$ cat config.mk
export PLATFORM = sky130hd
export DESIGN_NAME = pcpm_pin_mux
export DESIGN_NICKNAME = d
export VERILOG_FILES = /design/src/include/pcpm_pkg.sv /design/src/include/pcpm_role_if.sv /design/src/hw/pcpm_phase_decode.sv /design/src/hw/pcpm_change_detect.sv /design/src/hw/pcpm_pin_mux.sv
export VERILOG_INCLUDE_DIRS = /design/src /design/src/include
export SDC_FILE = /design/constraint.sdc
export NUM_CORES = 1
export LEC_CHECK = 0
export BUFFER_PORTS_ARGS = -buffer_cell sky130_fd_sc_hd__buf_2
export CAP_MARGIN = 5
export CORE_ASPECT_RATIO = 1.1
export CORE_UTILIZATION = 42
export CTS_CLUSTER_SIZE = 14
export DETAILED_ROUTE_END_ITERATION = 10
export GPL_TIMING_DRIVEN = 0
export PLACE_DENSITY = 0.79
export SLEW_MARGIN = 15
export SYNTH_ARGS = -nofsm -noshare
export SYNTH_HDL_FRONTEND = slang
export SYNTH_SLANG_ARGS = --single-unit
$ cat constraint.sdc
create_clock -name sys_clk -period 3.8 [get_ports sys_clk]
set_input_delay 0.19 -clock sys_clk [delete_from_list [all_inputs] [get_ports sys_clk]]
set_output_delay 0.19 -clock sys_clk [all_outputs]
set_load 0.05 [all_outputs]
$ cat src/include/pcpm_params.svh
/*
 * Constants of the power controller pin function multiplexer.
 * Assumes: included by bare name after the package; definitions only.
 */
`ifndef PCPM_PARAMS_SVH
`define PCPM_PARAMS_SVH

// ************************************************************
// Widths
// ************************************************************
`define PCPM_PORT_W 8
`define PCPM_MODE_W 3

// ************************************************************
// Phase mode field codes
// ************************************************************
`define PCPM_MODE_STANDALONE 3'h0
`define PCPM_MODE_MO_MASTER 3'h1
`define PCPM_MODE_MO_SLAVE 3'h2
`define PCPM_MODE_MP_MASTER 3'h3
`define PCPM_MODE_MP_SLAVE 3'h4

// ************************************************************
// Pin positions
// ************************************************************
`define PCPM_A_ANTEST 0
`define PCPM_A_SYNC 1
`define PCPM_A_TMR 2
`define PCPM_A_ANALOG_TOP 3
`define PCPM_A_PDAT 6
`define PCPM_A_SCL 7
`define PCPM_B_SDA 0
`define PCPM_B_EAMP 1
`define PCPM_B_AN5 2
`define PCPM_B_PDAT 4
`define PCPM_B_ALTSYNC 5
`define PCPM_BIT_M(b) (8'h01 << (b))

// ************************************************************
// Pin capability masks
// ************************************************************
`define PCPM_A_ANALOG_MASK 8'h0F
`define PCPM_A_OD_MASK 8'h90
`define PCPM_A_INONLY_MASK 8'h20
`define PCPM_A_PULLUP_MASK 8'h2F
`define PCPM_B_ANALOG_MASK 8'h36
`define PCPM_B_OD_MASK 8'h01
`define PCPM_B_PULLUP_MASK 8'hF6
`define PCPM_B_SMALL_MASK 8'h07
`define PCPM_B_LARGE_MASK 8'hF7

// ************************************************************
// Reset values
// ************************************************************
`define PCPM_RST_BYTE 8'h00
`define PCPM_RST_BIT 1'b0
`define PCPM_RST_SYNC 2'h0

`endif

$ cat src/include/pcpm_pkg.sv
/*
 * Types of the power controller pin function multiplexer.
 * Assumes: compiled before every other file of the block.
 */
package pcpm_pkg;

  typedef enum logic [4:0] {
    PCPM_ROLE_NONE = 5'h01,
    PCPM_ROLE_MO_MASTER = 5'h02,
    PCPM_ROLE_MO_SLAVE = 5'h04,
    PCPM_ROLE_MP_MASTER = 5'h08,
    PCPM_ROLE_MP_SLAVE = 5'h10
  } pcpm_role_type;

endpackage : pcpm_pkg

$ cat src/include/pcpm_role_if.sv
/*
 * Carries the phase mode and the decoded system role inside the block.
 * Assumes: pcpm_pkg compiled first.
 */
`timescale 1ns/1ps
interface pcpm_role_if;
  import pcpm_pkg::*;
  logic [2:0] phase_mode;
  pcpm_role_type role;
  logic sync_active;
  logic sync_master;
  logic eamp_active;
  modport dec (input phase_mode, output role, output sync_active, output sync_master,
    output eamp_active);
  modport user (output phase_mode, input role, input sync_active, input sync_master,
    input eamp_active);
endinterface : pcpm_role_if

$ cat src/hw/pcpm_phase_decode.sv
/*
 * Decodes the phase mode field into the multiple-output or multi-phase role.
 * Assumes: field is a level from the core clock domain.
 */
`timescale 1ns/1ps
`include "pcpm_params.svh"
module pcpm_phase_decode
  import pcpm_pkg::*;
(
  pcpm_role_if.dec rif
);

  wire is_mo_master = (rif.phase_mode == `PCPM_MODE_MO_MASTER);
  wire is_mo_slave = (rif.phase_mode == `PCPM_MODE_MO_SLAVE);
  wire is_mp_master = (rif.phase_mode == `PCPM_MODE_MP_MASTER);
  wire is_mp_slave = (rif.phase_mode == `PCPM_MODE_MP_SLAVE);

  // Unused codes fall back to standalone
  assign rif.role = is_mo_master ? PCPM_ROLE_MO_MASTER :
                    is_mo_slave ? PCPM_ROLE_MO_SLAVE :
                    is_mp_master ? PCPM_ROLE_MP_MASTER :
                    is_mp_slave ? PCPM_ROLE_MP_SLAVE : PCPM_ROLE_NONE;
  assign rif.sync_active = is_mo_master | is_mo_slave | is_mp_master | is_mp_slave;
  assign rif.sync_master = is_mo_master | is_mp_master;
  assign rif.eamp_active = rif.sync_active;

endmodule : pcpm_phase_decode

$ cat src/hw/pcpm_change_detect.sv
/*
 * Interrupt-on-change detector, one cell per pin.
 * Assumes: pin levels synchronous to sys_clk; rst_n already synchronised.
 */
`timescale 1ns/1ps
`include "pcpm_params.svh"
module pcpm_change_detect (
  input wire logic sys_clk,
  input wire logic rst_n,
  input wire logic [7:0] pin_level,
  input wire logic [7:0] enable,
  output logic [7:0] change_pulse
);

  logic [7:0] prev_reg;
  logic [7:0] pulse_reg;

  genvar i;
  generate
    for (i = 0; i < `PCPM_PORT_W; i = i + 1) begin : g_cell
      wire pulse_next = enable[i] & (pin_level[i] ^ prev_reg[i]);
      always_ff @(posedge sys_clk or negedge rst_n) begin
        if (!rst_n) begin
          prev_reg[i] <= `PCPM_RST_BIT;
          pulse_reg[i] <= `PCPM_RST_BIT;
        end else begin
          prev_reg[i] <= pin_level[i];
          pulse_reg[i] <= pulse_next;
        end
      end
    end
  endgenerate

  assign change_pulse = pulse_reg;

endmodule : pcpm_change_detect

$ cat src/hw/pcpm_pin_mux.sv
/*
 * Pin function multiplexer of a power controller: ports A and B, analog
 * routing, synchronisation, error amplifier, timer, interrupt, I2C and
 * serial programming pins.
 * Assumes: pad inputs synchronous to sys_clk; pad ring resolves the wire
 * from out and oe; direction bit 1 means input.
 */
`timescale 1ns/1ps
`include "pcpm_params.svh"
module pcpm_pin_mux
  import pcpm_pkg::*;
(
  input wire logic sys_clk,
  input wire logic rstn,
  input wire logic large_package,
  input wire logic [7:0] port_a_in,
  output logic [7:0] port_a_out,
  output logic [7:0] port_a_oe,
  input wire logic [7:0] port_b_in,
  output logic [7:0] port_b_out,
  output logic [7:0] port_b_oe,
  input wire logic [7:0] port_a_direction_reg,
  input wire logic [7:0] port_b_direction_reg,
  input wire logic [7:0] port_a_latch,
  input wire logic [7:0] port_b_latch,
  input wire logic [7:0] port_a_analog_select_bit,
  input wire logic [7:0] port_b_analog_select_bit,
  input wire logic [7:0] port_a_pullup_select,
  input wire logic [7:0] port_b_pullup_select,
  input wire logic [7:0] port_a_ioc_enable,
  input wire logic [7:0] port_b_ioc_enable,
  input wire logic analog_test_enable,
  input wire logic [2:0] phase_mode_field,
  input wire logic alt_sync_select,
  input wire logic timer_zero_source_select,
  input wire logic external_interrupt_enable,
  input wire logic i2c_enable,
  input wire logic i2c_scl_drive_low,
  input wire logic i2c_sda_drive_low,
  input wire logic sync_clock_out,
  input wire logic program_mode,
  input wire logic program_data_out,
  input wire logic program_data_oe,
  output logic [7:0] port_a_value,
  output logic [7:0] port_b_value,
  output logic [7:0] port_a_pullup_on,
  output logic [7:0] port_b_pullup_on,
  output logic [7:0] port_a_change,
  output logic [7:0] port_b_change,
  output logic [7:0] adc_channel_connect,
  output logic analog_test_out_on,
  output logic error_amp_connect,
  output logic sync_master_on,
  output logic sync_clock_in,
  output logic timer_zero_ext_clock,
  output logic external_interrupt_in,
  output logic i2c_scl_in,
  output logic i2c_sda_in,
  output logic serial_program_clock,
  output logic serial_program_data_in
);

  // ************************************************************
  // Reset release
  // ************************************************************
  logic [1:0] rst_sync_reg;
  always_ff @(posedge sys_clk or negedge rstn) begin
    if (!rstn) begin
      rst_sync_reg <= `PCPM_RST_SYNC;
    end else begin
      rst_sync_reg <= {rst_sync_reg[0], 1'b1};
    end
  end
  wire rst_n = rst_sync_reg[1];

  // ************************************************************
  // Role decode
  // ************************************************************
  pcpm_role_if rif ();
  assign rif.phase_mode = phase_mode_field;
  pcpm_phase_decode u_decode (
    .rif(rif)
  );

  // ************************************************************
  // Package and mode qualifiers
  // ************************************************************
  wire [7:0] b_exist = large_package ? `PCPM_B_LARGE_MASK : `PCPM_B_SMALL_MASK;
  wire prog_small = program_mode & ~large_package;
  wire prog_large = program_mode & large_package;
  wire alt_sync = large_package & alt_sync_select & ~prog_large;
  wire sync_on_a = rif.sync_active & ~alt_sync;
  wire sync_on_b = rif.sync_active & alt_sync;
  wire sync_drive_a = sync_on_a & rif.sync_master;
  wire sync_drive_b = sync_on_b & rif.sync_master;
  wire i2c_scl_own = i2c_enable & ~prog_small;

  // ************************************************************
  // Analog routing
  // ************************************************************
  wire [7:0] a_analog = port_a_direction_reg & port_a_analog_select_bit &
                        `PCPM_A_ANALOG_MASK;
  wire [7:0] b_analog = port_b_direction_reg & port_b_analog_select_bit &
                        `PCPM_B_ANALOG_MASK & b_exist;
  wire [7:0] adc_next = {b_analog[`PCPM_B_ALTSYNC], b_analog[`PCPM_B_PDAT],
                         b_analog[`PCPM_B_AN5], b_analog[`PCPM_B_EAMP],
                         a_analog[`PCPM_A_ANALOG_TOP:0]};

  // ************************************************************
  // General purpose drive
  // ************************************************************
  // Open drain drives low only
  wire [7:0] a_gen_oe = ~port_a_direction_reg & ~`PCPM_A_INONLY_MASK &
                        ~(port_a_latch & `PCPM_A_OD_MASK);
  wire [7:0] a_gen_out = port_a_latch & ~`PCPM_A_OD_MASK;
  wire [7:0] b_gen_oe = ~port_b_direction_reg & b_exist &
                        ~(port_b_latch & `PCPM_B_OD_MASK);
  wire [7:0] b_gen_out = port_b_latch & ~`PCPM_B_OD_MASK & b_exist;

  // ************************************************************
  // Peripheral ownership, port A
  // ************************************************************
  wire [7:0] a_own_m =
    (analog_test_enable ? `PCPM_BIT_M(`PCPM_A_ANTEST) : 8'h00) |
    (sync_on_a ? `PCPM_BIT_M(`PCPM_A_SYNC) : 8'h00) |
    (prog_small ? (`PCPM_BIT_M(`PCPM_A_PDAT) | `PCPM_BIT_M(`PCPM_A_SCL)) : 8'h00) |
    (i2c_scl_own ? `PCPM_BIT_M(`PCPM_A_SCL) : 8'h00);
  wire [7:0] a_own_oe =
    (sync_drive_a ? `PCPM_BIT_M(`PCPM_A_SYNC) : 8'h00) |
    ((prog_small & program_data_oe) ? `PCPM_BIT_M(`PCPM_A_PDAT) : 8'h00) |
    ((i2c_scl_own & i2c_scl_drive_low) ? `PCPM_BIT_M(`PCPM_A_SCL) : 8'h00);
  wire [7:0] a_own_out =
    ((sync_drive_a & sync_clock_out) ? `PCPM_BIT_M(`PCPM_A_SYNC) : 8'h00) |
    ((prog_small & program_data_out) ? `PCPM_BIT_M(`PCPM_A_PDAT) : 8'h00);

  // ************************************************************
  // Peripheral ownership, port B
  // ************************************************************
  wire [7:0] b_own_m =
    (i2c_enable ? `PCPM_BIT_M(`PCPM_B_SDA) : 8'h00) |
    (rif.eamp_active ? `PCPM_BIT_M(`PCPM_B_EAMP) : 8'h00) |
    (prog_large ? (`PCPM_BIT_M(`PCPM_B_PDAT) | `PCPM_BIT_M(`PCPM_B_ALTSYNC)) : 8'h00) |
    (sync_on_b ? `PCPM_BIT_M(`PCPM_B_ALTSYNC) : 8'h00);
  wire [7:0] b_own_oe =
    ((i2c_enable & i2c_sda_drive_low) ? `PCPM_BIT_M(`PCPM_B_SDA) : 8'h00) |
    ((prog_large & program_data_oe) ? `PCPM_BIT_M(`PCPM_B_PDAT) : 8'h00) |
    (sync_drive_b ? `PCPM_BIT_M(`PCPM_B_ALTSYNC) : 8'h00);
  wire [7:0] b_own_out =
    ((prog_large & program_data_out) ? `PCPM_BIT_M(`PCPM_B_PDAT) : 8'h00) |
    ((sync_drive_b & sync_clock_out) ? `PCPM_BIT_M(`PCPM_B_ALTSYNC) : 8'h00);

  // ************************************************************
  // Final pad selection
  // ************************************************************
  wire [7:0] a_oe_next = (a_own_m & a_own_oe) | (~a_own_m & a_gen_oe);
  wire [7:0] a_out_next = (a_own_m & a_own_out) | (~a_own_m & a_gen_out);
  wire [7:0] b_oe_next = (b_own_m & b_own_oe) | (~b_own_m & b_gen_oe);
  wire [7:0] b_out_next = (b_own_m & b_own_out) | (~b_own_m & b_gen_out);

  // ************************************************************
  // Digital inputs, pull-ups, change enables
  // ************************************************************
  // Analog pins read as zero
  wire [7:0] a_value_next = port_a_in & ~a_analog;
  wire [7:0] b_value_next = port_b_in & ~b_analog & b_exist;
  wire [7:0] a_pull_next = port_a_pullup_select & `PCPM_A_PULLUP_MASK &
                           port_a_direction_reg & ~a_analog;
  wire [7:0] b_pull_next = port_b_pullup_select & `PCPM_B_PULLUP_MASK &
                           port_b_direction_reg & ~b_analog & b_exist;
  wire [7:0] a_ioc_en = port_a_ioc_enable & ~a_analog;
  wire [7:0] b_ioc_en = port_b_ioc_enable & ~b_analog & b_exist;

  // ************************************************************
  // Peripheral inputs
  // ************************************************************
  wire sync_in_next = rif.sync_active & ~rif.sync_master &
                      (alt_sync ? port_b_in[`PCPM_B_ALTSYNC] :
                      port_a_in[`PCPM_A_SYNC]);
  wire tmr_next = timer_zero_source_select & port_a_in[`PCPM_A_TMR];
  wire int_next = external_interrupt_enable & port_a_in[`PCPM_A_TMR];
  wire scl_next = i2c_scl_own & port_a_in[`PCPM_A_SCL];
  wire sda_next = i2c_enable & port_b_in[`PCPM_B_SDA];
  wire pclk_next = large_package ? (prog_large & port_b_in[`PCPM_B_ALTSYNC]) :
                   (prog_small & port_a_in[`PCPM_A_SCL]);
  wire pdat_next = large_package ? (prog_large & port_b_in[`PCPM_B_PDAT]) :
                   (prog_small & port_a_in[`PCPM_A_PDAT]);

  // ************************************************************
  // Change detection
  // ************************************************************
  pcpm_change_detect u_change_a (
    .sys_clk(sys_clk),
    .rst_n(rst_n),
    .pin_level(port_a_in),
    .enable(a_ioc_en),
    .change_pulse(port_a_change)
  );

  pcpm_change_detect u_change_b (
    .sys_clk(sys_clk),
    .rst_n(rst_n),
    .pin_level(port_b_in),
    .enable(b_ioc_en),
    .change_pulse(port_b_change)
  );

  // ************************************************************
  // Output registers
  // ************************************************************
  logic [7:0] a_out_reg;
  logic [7:0] a_oe_reg;
  logic [7:0] b_out_reg;
  logic [7:0] b_oe_reg;
  always_ff @(posedge sys_clk or negedge rst_n) begin
    if (!rst_n) begin
      a_out_reg <= `PCPM_RST_BYTE;
      a_oe_reg <= `PCPM_RST_BYTE;
      b_out_reg <= `PCPM_RST_BYTE;
      b_oe_reg <= `PCPM_RST_BYTE;
    end else begin
      a_out_reg <= a_out_next;
      a_oe_reg <= a_oe_next;
      b_out_reg <= b_out_next;
      b_oe_reg <= b_oe_next;
    end
  end

  logic [7:0] a_value_reg;
  logic [7:0] b_value_reg;
  logic [7:0] a_pull_reg;
  logic [7:0] b_pull_reg;
  logic [7:0] adc_reg;
  always_ff @(posedge sys_clk or negedge rst_n) begin
    if (!rst_n) begin
      a_value_reg <= `PCPM_RST_BYTE;
      b_value_reg <= `PCPM_RST_BYTE;
      a_pull_reg <= `PCPM_RST_BYTE;
      b_pull_reg <= `PCPM_RST_BYTE;
      adc_reg <= `PCPM_RST_BYTE;
    end else begin
      a_value_reg <= a_value_next;
      b_value_reg <= b_value_next;
      a_pull_reg <= a_pull_next;
      b_pull_reg <= b_pull_next;
      adc_reg <= adc_next;
    end
  end

  logic antest_reg;
  logic eamp_reg;
  logic master_reg;
  logic sync_in_reg;
  logic tmr_reg;
  logic int_reg;
  always_ff @(posedge sys_clk or negedge rst_n) begin
    if (!rst_n) begin
      antest_reg <= `PCPM_RST_BIT;
      eamp_reg <= `PCPM_RST_BIT;
      master_reg <= `PCPM_RST_BIT;
      sync_in_reg <= `PCPM_RST_BIT;
      tmr_reg <= `PCPM_RST_BIT;
      int_reg <= `PCPM_RST_BIT;
    end else begin
      antest_reg <= analog_test_enable;
      eamp_reg <= rif.eamp_active;
      master_reg <= rif.sync_master;
      sync_in_reg <= sync_in_next;
      tmr_reg <= tmr_next;
      int_reg <= int_next;
    end
  end

  logic scl_reg;
  logic sda_reg;
  logic pclk_reg;
  logic pdat_reg;
  always_ff @(posedge sys_clk or negedge rst_n) begin
    if (!rst_n) begin
      scl_reg <= `PCPM_RST_BIT;
      sda_reg <= `PCPM_RST_BIT;
      pclk_reg <= `PCPM_RST_BIT;
      pdat_reg <= `PCPM_RST_BIT;
    end else begin
      scl_reg <= scl_next;
      sda_reg <= sda_next;
      pclk_reg <= pclk_next;
      pdat_reg <= pdat_next;
    end
  end

  assign port_a_out = a_out_reg;
  assign port_a_oe = a_oe_reg;
  assign port_b_out = b_out_reg;
  assign port_b_oe = b_oe_reg;
  assign port_a_value = a_value_reg;
  assign port_b_value = b_value_reg;
  assign port_a_pullup_on = a_pull_reg;
  assign port_b_pullup_on = b_pull_reg;
  assign adc_channel_connect = adc_reg;
  assign analog_test_out_on = antest_reg;
  assign error_amp_connect = eamp_reg;
  assign sync_master_on = master_reg;
  assign sync_clock_in = sync_in_reg;
  assign timer_zero_ext_clock = tmr_reg;
  assign external_interrupt_in = int_reg;
  assign i2c_scl_in = scl_reg;
  assign i2c_sda_in = sda_reg;
  assign serial_program_clock = pclk_reg;
  assign serial_program_data_in = pdat_reg;

endmodule : pcpm_pin_mux

# Yosys cells after proc, flatten, opt, wreduce, memory -nomap -nowiden

Index checks and enable logic that the tools add are counted.

Flip-flop bits (word level): 116
Logic and storage cells: 196

Eq/ne operators: 4
Multiplexer cells: 22
Bitwise logic cells: 118

Operators by type and width:

| operator                                                               | number |
|---|---|
| 8-bit AND                                                              | 18 |
| 1-bit AND                                                              | 43 |
| 8-bit NOT                                                              | 5 |
| 8-bit 2-to-1 mux                                                       | 4 |
| 6-bit 2-to-1 mux                                                       | 4 |
| 8-bit bitwise OR                                                       | 3 |
| 6-bit AND                                                              | 3 |
| 6-bit by 8-bit AND with 8-bit output                                   | 2 |
| 8-bit by 7-bit AND with 8-bit output                                   | 2 |
| 6-bit by 8-bit bitwise OR with 8-bit output                            | 2 |
| 1-bit XOR                                                              | 16 |
| 7-bit 2-to-1 mux                                                       | 2 |
| 2-bit by 7-bit bitwise OR with 7-bit output                            | 2 |
| 5-bit by 6-bit bitwise OR with 6-bit output                            | 2 |
| 5-bit 2-to-1 mux                                                       | 2 |
| 2-bit 2-to-1 mux                                                       | 4 |
| 1-bit NOT with 8-bit output                                            | 1 |
| 4-bit NOT with 8-bit output                                            | 1 |
| 6-bit NOT with 8-bit output                                            | 1 |
| 2-bit by 8-bit bitwise OR with 8-bit output                            | 1 |
| 7-bit by 8-bit bitwise OR with 8-bit output                            | 1 |
| 3-bit by 2-bit equality test with 1-bit output (second input constant) | 2 |
| 1-bit 2-to-1 mux                                                       | 6 |
| 2-bit by 6-bit bitwise OR with 6-bit output                            | 1 |
| other kinds (8)                                                        | 16 |

# Logic depth before layout (Yosys ltp)

Gate-level depths: netlist of run 1.

Depth in word-level cells: 12
Mapped depth: 4
Depth with buffers taken out: 4

# Hierarchy

Synthesis of run 1 repeated with hierarchy kept, for this count alone.

Cell total of the unflattened synthesis: 260
Area total of the unflattened synthesis: 3602.2 um2

By module, submodules not included:

| module             | instances | cells an instance | area each (um2) | sequential area each (um2) |
|---|---|---|---|---|
| pcpm_pin_mux       | 1         | 186               | 2486.1          | 1801.7 |
| pcpm_change_detect | 2         | 32                | 520.5           | 400.4 |
| pcpm_phase_decode  | 1         | 10                | 75.1            | 0.0 |

# Worst setup path before layout of run 1

OpenSTA, ideal clock, no wires.

Path type: input port to flip-flop
Start point: input port program_mode
End point: register sync_in_reg (netlist: sync_clock_in)
Arrival time: 916 ps
Data required time: 3680 ps
Setup slack: 2764 ps
Stages on the path: 4
Path through: buf_6 nand3b_4 mux2_4 and3_1

Word-level cells in the longest chain between the ends: 5

Ends and longest elaborated chain:

| item                   | RTL line            | RTL |
|---|---|---|
| start: declaration     | pcpm_pin_mux.sv:41  | `input wire logic program_mode,` |
| 1-bit AND              | pcpm_pin_mux.sv:90  | `wire prog_large = program_mode & large_package;` |
| 1-bit NOT              | pcpm_pin_mux.sv:91  | `wire alt_sync = large_package & alt_sync_select & ~prog_large;` |
| 1-bit AND              | pcpm_pin_mux.sv:91  |  |
| 1-bit 2-to-1 mux       | pcpm_pin_mux.sv:177 | `` (alt_sync ? port_b_in[`PCPM_B_ALTSYNC] : `` |
| 1-bit AND              | pcpm_pin_mux.sv:176 | `wire sync_in_next = rif.sync_active & ~rif.sync_master &` |
| via sync_in_next       | pcpm_pin_mux.sv:176 |  |
| end signal: assignment | pcpm_pin_mux.sv:260 | `` sync_in_reg <= `PCPM_RST_BIT; `` |
| end signal: assignment | pcpm_pin_mux.sv:267 | `sync_in_reg <= sync_in_next;` |
| end: declaration       | pcpm_pin_mux.sv:252 | `logic sync_in_reg;` |

The timed path passes the listed nets, and every way through them passes these cells.

# Worst setup path in the final report of run 1

Start point: register a_value_reg[6] (netlist: port_a_value[6])
End point: output port port_a_value[6]

RTL lines:

| item                     | RTL line            | RTL |
|---|---|---|
| start: declaration       | pcpm_pin_mux.sv:228 | `logic [7:0] a_value_reg;` |
| start signal: assignment | pcpm_pin_mux.sv:235 | `` a_value_reg <= `PCPM_RST_BYTE; `` |
| start signal: assignment | pcpm_pin_mux.sv:241 | `a_value_reg <= a_value_next;` |
| end: declaration         | pcpm_pin_mux.sv:44  | `output logic [7:0] port_a_value,` |

No word-level cell between the ends.

==> flow_summary.toml, run 1 <==
[outcome]
status = "finished, final reports clean"

[global_route]
grt_pass1_vias = 2620
grt_overflow_total = 0
antenna_found_initial = 0
grt_max_degree = 64
grtUsageTotal = 0.1871
grt_pass1_wl_um = 11610

[place]
routabilityCongestion = 0.6910
place_worst_setup_slack_ns = 2.623
placed_area_um2 = 4468
port_buffers = 178
dp_hpwl_um = 5537

[timing]
setup_viol = 0
slew_viol_final = 0
holdWs_ns = 0.02162
fin_crit_ns = 1.272
rsz0062_at_grt = "no"
finalHoldViolations = 0
fin_ws_ns = 2.528
timing.fmax_mhz = 785.9
fin_crit_sh = 0.3348
finalSetupTns_ns = 0
skew_ns = 0.008547

[detailed_routing]
vias = 2592
avgViaCountPerCell = 4.393
drt_iter0_markers = 57
dr.pass1.iters = 4
drc = 0
wl_um = 7742
ant_nets = 0
wire_per_inst_um = 13.12

[cts]
clock_tree.root_cell = "clkbuf_8"
cts_tree = "yes"
post_cts_resize_count = 0
path_clk_slew_ns = 0.08
insertion_delay_ns = 0.35
cts_buffer_depth = 2
cts_made_buffers = 9
h-tree-depth = 3
cts_sinks = 97

[finish]
layout_commonest_cell = "buf_2"
drive_gt1_frac = 0.4536
nets = 594
final_area_um2 = 5024
num-fill-cells = 612
final_cell_mix = "buf_2, dfrtp_1, dlygate4sd3_1, and2_1, buf_4"
syn2layout_area_growth_pct = 49.09
num_antenna_cells = 0

[logic_synthesis]
syn-instance-count = 242
yosysWarnings = 0
synthTopCellsByArea = "dfrtp_1, buf_4, and2_1"
synth_xor_area_frac = 0.04382
muxShareOfSynthArea = 0.01708
synth_fa_ha_area_frac = 0
synth_simple_gate_area_frac = 0.1404
synth.top_cell.area_share = 0.7204
yosys.cell_types.count = 32
synth_top_family_by_area = "simple AND/OR/NAND/NOR gates"
synth_edf_count = 0
synth_area_leader_cell = "dfrtp_1"
syn-mean-instance-area_um2 = 13.92
ys_seq_area_frac = 0.7204
syn_area_um2 = 3369
synthArstFlopShare = 1.000
synthFlopType = "dfrtp_1"
synth_compound_area_frac = 0.02339
ys_ff_latch = 97

[floorplanning]
die_h_um = 95.94
initial_utilization = 0.4435
core_um2 = 7597
dieArea_um2 = 8385
dieWidth_um = 87.40
io_pins = 211
num_rows = 33

[power]
internal-power_mw = 1.536
switchingPower_uw = 671.8
combPwrFrac = 0.210
p_sw_frac = 0.3043
clkPwrFrac = 0.287
p_leak_nw = 2.767
ir_drop_mv = 0.2007
seq_power_share = 0.503
p_per_area_nw_per_um2 = 439.4

[critical_path]
worst_ep_required_time_ns = 3.61
critPathMaxFanout = 2
critical_path_arrival_ns = 1.08
start_kind = "flop"
endpoint_kind = "output port"
crit_type = "reg -> out"

[run]
drv_cap = 0

[worst_hold_path]
holdCritPathClass = "in -> reg"
-- kinds of logic after synthesis --
family / count (synthesis)
flops: 97
simple gates: 83
buf+inv: 27
xor+xnor: 16
compound gates: 12
mux: 5
other cells: 2
-- layer usage --
layer	share of wire	GRT usage	vias up	routed length, um
li1	-	-	1219	-
met2	0.54	0.3620	130	4205
met5	0	0	-	0
met1	0.35	0.1724	1232	2705
met4	0.014	0.08060	0	110
met3	0.093	0.07033	11	720
-- critical path, stage by stage, from the launching register on --
cell and delay (ns):
dfrtp_1 0.38, buf_4 0.11, buf_2 0.24
-- layout make-up --
class | instances | area, um^2 | area share
repair buffers | 216 | 1289 | 0.2565
clock inverters | 5 | 57.56 | 0.01146
multi-input cells | 130 | 809.5 | 0.1611
inverters | 6 | 22.52 | 0.004483
plain buffers | 21 | 155.1 | 0.03088
flip-flops and latches | 97 | 2431 | 0.4839
clock buffers | 10 | 127.6 | 0.02540
well taps | 105 | 131.4 | 0.02615
-- power by group through the flow --
stage | combinational [mW] | sequential [mW] | clock, mW
finish | 0.464 | 1.11 | 0.633
global route | 0.491 | 1.12 | 0.692
CTS | 0.464 | 1.11 | 0.650
detailed placement | 0.435 | 1.13 | 0
global placement | 0.412 | 1.14 | 0
floorplan | 0.112 | 1.32 | 0
-- synth_stat cells (2+ instances only) --
library cell,count
nor2_1,17
buf_4,18
inv_1,6
nor2b_1,9
mux2_2,2
dfrtp_1,97
xnor2_1,7
xor2_1,8
and4b_1,2
and3_1,8
nand2_1,11
nand3_1,2
a21boi_0,2
conb_1,2
and2_1,19
mux2i_1,2
nand2b_1,3
nor3b_1,7
a21oi_1,4
nor3_1,3
a311oi_1,2
-- worst paths after layout --
check / startpoint / end / slack, ns / cells past startpoint
max: port_a_value[6] / port_a_value[6] / 2.53 / 2
min: port_a_direction_reg[0] / port_a_oe[0] / 0.02 / 2
max reg2reg: rst_sync_reg[1] / port_b_value[4] / 2.88 / 1
min reg2reg: rst_sync_reg[1] / port_a_oe[4] / 0.27 / 0
max in group asynchronous: rst_sync_reg[1] / port_b_value[4] / 2.88 / 1
min in group asynchronous: rstn / rst_sync_reg[0] / 0.16 / 2
-- what timing repair did --
item	CTS	global route
setup endpoints to repair	0	0
setup buffers	0	0
hold endpoints to repair	36	1
hold buffers	36	1
-- stage by stage --
stage | utilization | total power [mW] | std cells
floorplan | - | 1.430 | 254
finish | 0.6612 | 2.207 | 590
CTS | 0.6599 | 2.226 | 589
global route | 0.6612 | 2.301 | 590
detailed placement | 0.5881 | 1.567 | 538
global placement | 0.5840 | 1.554 | 537
(Power assumes the default switching activity.)
==> inputs of run 2 (changes only) <==
--- a/config.mk
+++ b/config.mk
@@ -9,11 +9,11 @@
 export BUFFER_PORTS_ARGS = -buffer_cell sky130_fd_sc_hd__buf_2
 export CAP_MARGIN = 5
 export CORE_ASPECT_RATIO = 1.1
-export CORE_UTILIZATION = 42
+export CORE_UTILIZATION = 38
 export CTS_CLUSTER_SIZE = 14
 export DETAILED_ROUTE_END_ITERATION = 10
 export GPL_TIMING_DRIVEN = 0
-export PLACE_DENSITY = 0.79
+export PLACE_DENSITY = 0.75
 export SLEW_MARGIN = 15
 export SYNTH_ARGS = -nofsm -noshare
 export SYNTH_HDL_FRONTEND = slang
==> constraint.sdc (replaced) <==
create_clock -name sys_clk -period 1.1 [get_ports sys_clk]
set_input_delay 0.055 -clock sys_clk [delete_from_list [all_inputs] [get_ports sys_clk]]
set_output_delay 0.055 -clock sys_clk [all_outputs]
set_load 0.05 [all_outputs]
==> run 2 against run 1 <==
The flow now finishes with violations (negative hold slack). Flip-flop and latch count unchanged. First-iteration DRC count decreased by 12%. Clock power increased to 4.0 times the previous value. Non-clock buffer count increased by 59. Utilization increased by 1.5 points. Clock skew increased by 0.0015 ns. Die area increased by 10%. Count of clock-buffer cells in the layout unchanged.
==> flow_summary.toml, run 2 (same netlist as run 1, synthesis figures left out) <==
[outcome]
status = "finished, violations left"
failed_checks = "negative hold slack"

[cts]
cts_tree = "yes"
path_clk_slew_ns = 0.10
cts_buffer_depth = 2
cts_sinks = 97
h-tree-depth = 3
cts_made_buffers = 9
insertion_delay_ns = 0.36
clock_tree.root_cell = "clkbuf_8"

[place]
placed_area_um2 = 4448
dp_hpwl_um = 5626
port_buffers = 178
placedCellCount = 543
place_worst_setup_slack_ns = -0.2757
routabilityCongestion = 0.7137

[timing]
timing.fmax_mhz = 911.8
finalSetupTns_ns = 0
fin_ws_ns = 0.003306
worst_slew_pin_slew_ns = 0.5207
slew_viol_final = 0
setup_viol = 0
skew_ns = 0.01002
fin_crit_ns = 1.097
finalHoldViolations = 1
fin_crit_sh = 0.9970
slew_headroom = 0.6529
rsz0062_at_grt = "yes"
holdWs_ns = -0.02713

[finish]
utilization = 0.6760
drive_gt1_frac = 0.4147
final_cell_mix = "buf_2, dfrtp_1, dlygate4sd3_1, buf_4, and2_1"
nets = 653
num_antenna_cells = 0
syn2layout_area_growth_pct = 70.44
layout_commonest_cell = "buf_2"
final_area_um2 = 5743
final-instance-count-excl-fill = 656

[critical_path]
path_buf_inv = 2
r2r_cells = 4
worst_ep_required_time_ns = 1.35
worst-path-stages = 4
endpoint_kind = "flop"
crit_type = "reg -> reg"
cpMostUsedCell = "buf_4"
start_kind = "flop"
critical_path_arrival_ns = 1.34
cp_slowest_stage_delay_ns = 0.41
crit_slowest_cell = "dfrtp_1"
cp_top_family = "flip-flops"
critPathMaxFanout = 2
crit_chain = "buf_4 -> buf_4 -> xor2_1 -> and2_1"

[detailed_routing]
vias = 2899
ant_nets = 0
wl_um = 9648
drt_iter0_markers = 50
dr.pass1.iters = 4
avgViaCountPerCell = 4.419
drc = 0
wire_per_inst_um = 14.71

[floorplanning]
io_pins = 211
dieWidth_um = 91.78
core_um2 = 8496
initial_utilization = 0.3966
num_rows = 35
die_h_um = 100.8
dieArea_um2 = 9248

[run]
drv_cap = 0

[global_route]
grt_overflow_total = 0
grt_pass1_vias = 3131
grt_max_degree = 50
grtUsageTotal = 0.2119
antenna_found_initial = 0
grt_pass1_wl_um = 14670

[power]
power_mw = 8.190
p_per_area_nw_per_um2 = 1426
ir_drop_mv = 0.7789
p_leak_nw = 3.067

[worst_hold_path]
worstHoldPathCells = 3
holdCritPathClass = "in -> reg"
## run 2: layout make-up
| cell class | instances | area [um^2] |
|---|---|---|
| Buffer | 17 | 128.9 |
| Clock buffer | 10 | 127.6 |
| Clock inverter | 6 | 90.09 |
| Fill cell | 629 | 2753 |
| Inverter | 6 | 22.52 |
| Multi-Input combinational cell | 130 | 829.5 |
| Sequential cell | 97 | 2431 |
| Tap cell | 111 | 138.9 |
| Timing Repair Buffer | 279 | 1974 |
## run 2: report_power, final
| group | leakage, nW | total, mW | internal [mW] | switching (mW) |
|---|---|---|---|---|
| sequential | 1.22 | 3.84 | 3.76 | 0.0808 |
| clock | 0.107 | 2.51 | 1.29 | 1.22 |
| combinational | 1.74 | 1.84 | 0.673 | 1.16 |
## run 2: final timing paths
path	startpoint	to	slack (ns)
max	port_a_value[5]	u_change_a.change_pulse[5]	0.003
min	program_data_oe	port_a_oe[6]	-0.03
max reg2reg	port_a_value[5]	u_change_a.change_pulse[5]	0.003
min reg2reg	rst_sync_reg[1]	serial_program_data_in	0.28
max in group asynchronous	rst_sync_reg[1]	timer_zero_ext_clock	0.28
min in group asynchronous	rst_sync_reg[1]	serial_program_data_in	0.28
## run 2: worst register-to-register path, cell delays in order, from the launching register on
cell,delay (ns)
dfrtp_1,0.41
buf_4,0.14
buf_4,0.12
xor2_1,0.15
and2_1,0.16
## run 2: routing by layer
| metal | routed length, um | up-vias | part of all wire | global-route usage |
|---|---|---|---|---|
| li1 | - | 1345 | - | - |
| met1 | 3542 | 1392 | 0.37 | 0.2238 |
| met2 | 5282 | 142 | 0.55 | 0.4031 |
| met3 | 613 | 20 | 0.064 | 0.05430 |
| met4 | 208 | 0 | 0.022 | 0.08293 |
| met5 | 0 | - | 0 | 0 |
## run 2: timing repair
item,4_1_cts,5_1_grt
hold endpoints to repair,92,2
gates resized for setup,10,11
setup buffers,6,4
setup endpoints to repair,100,59
pin swaps,0,1
hold buffers,94,2
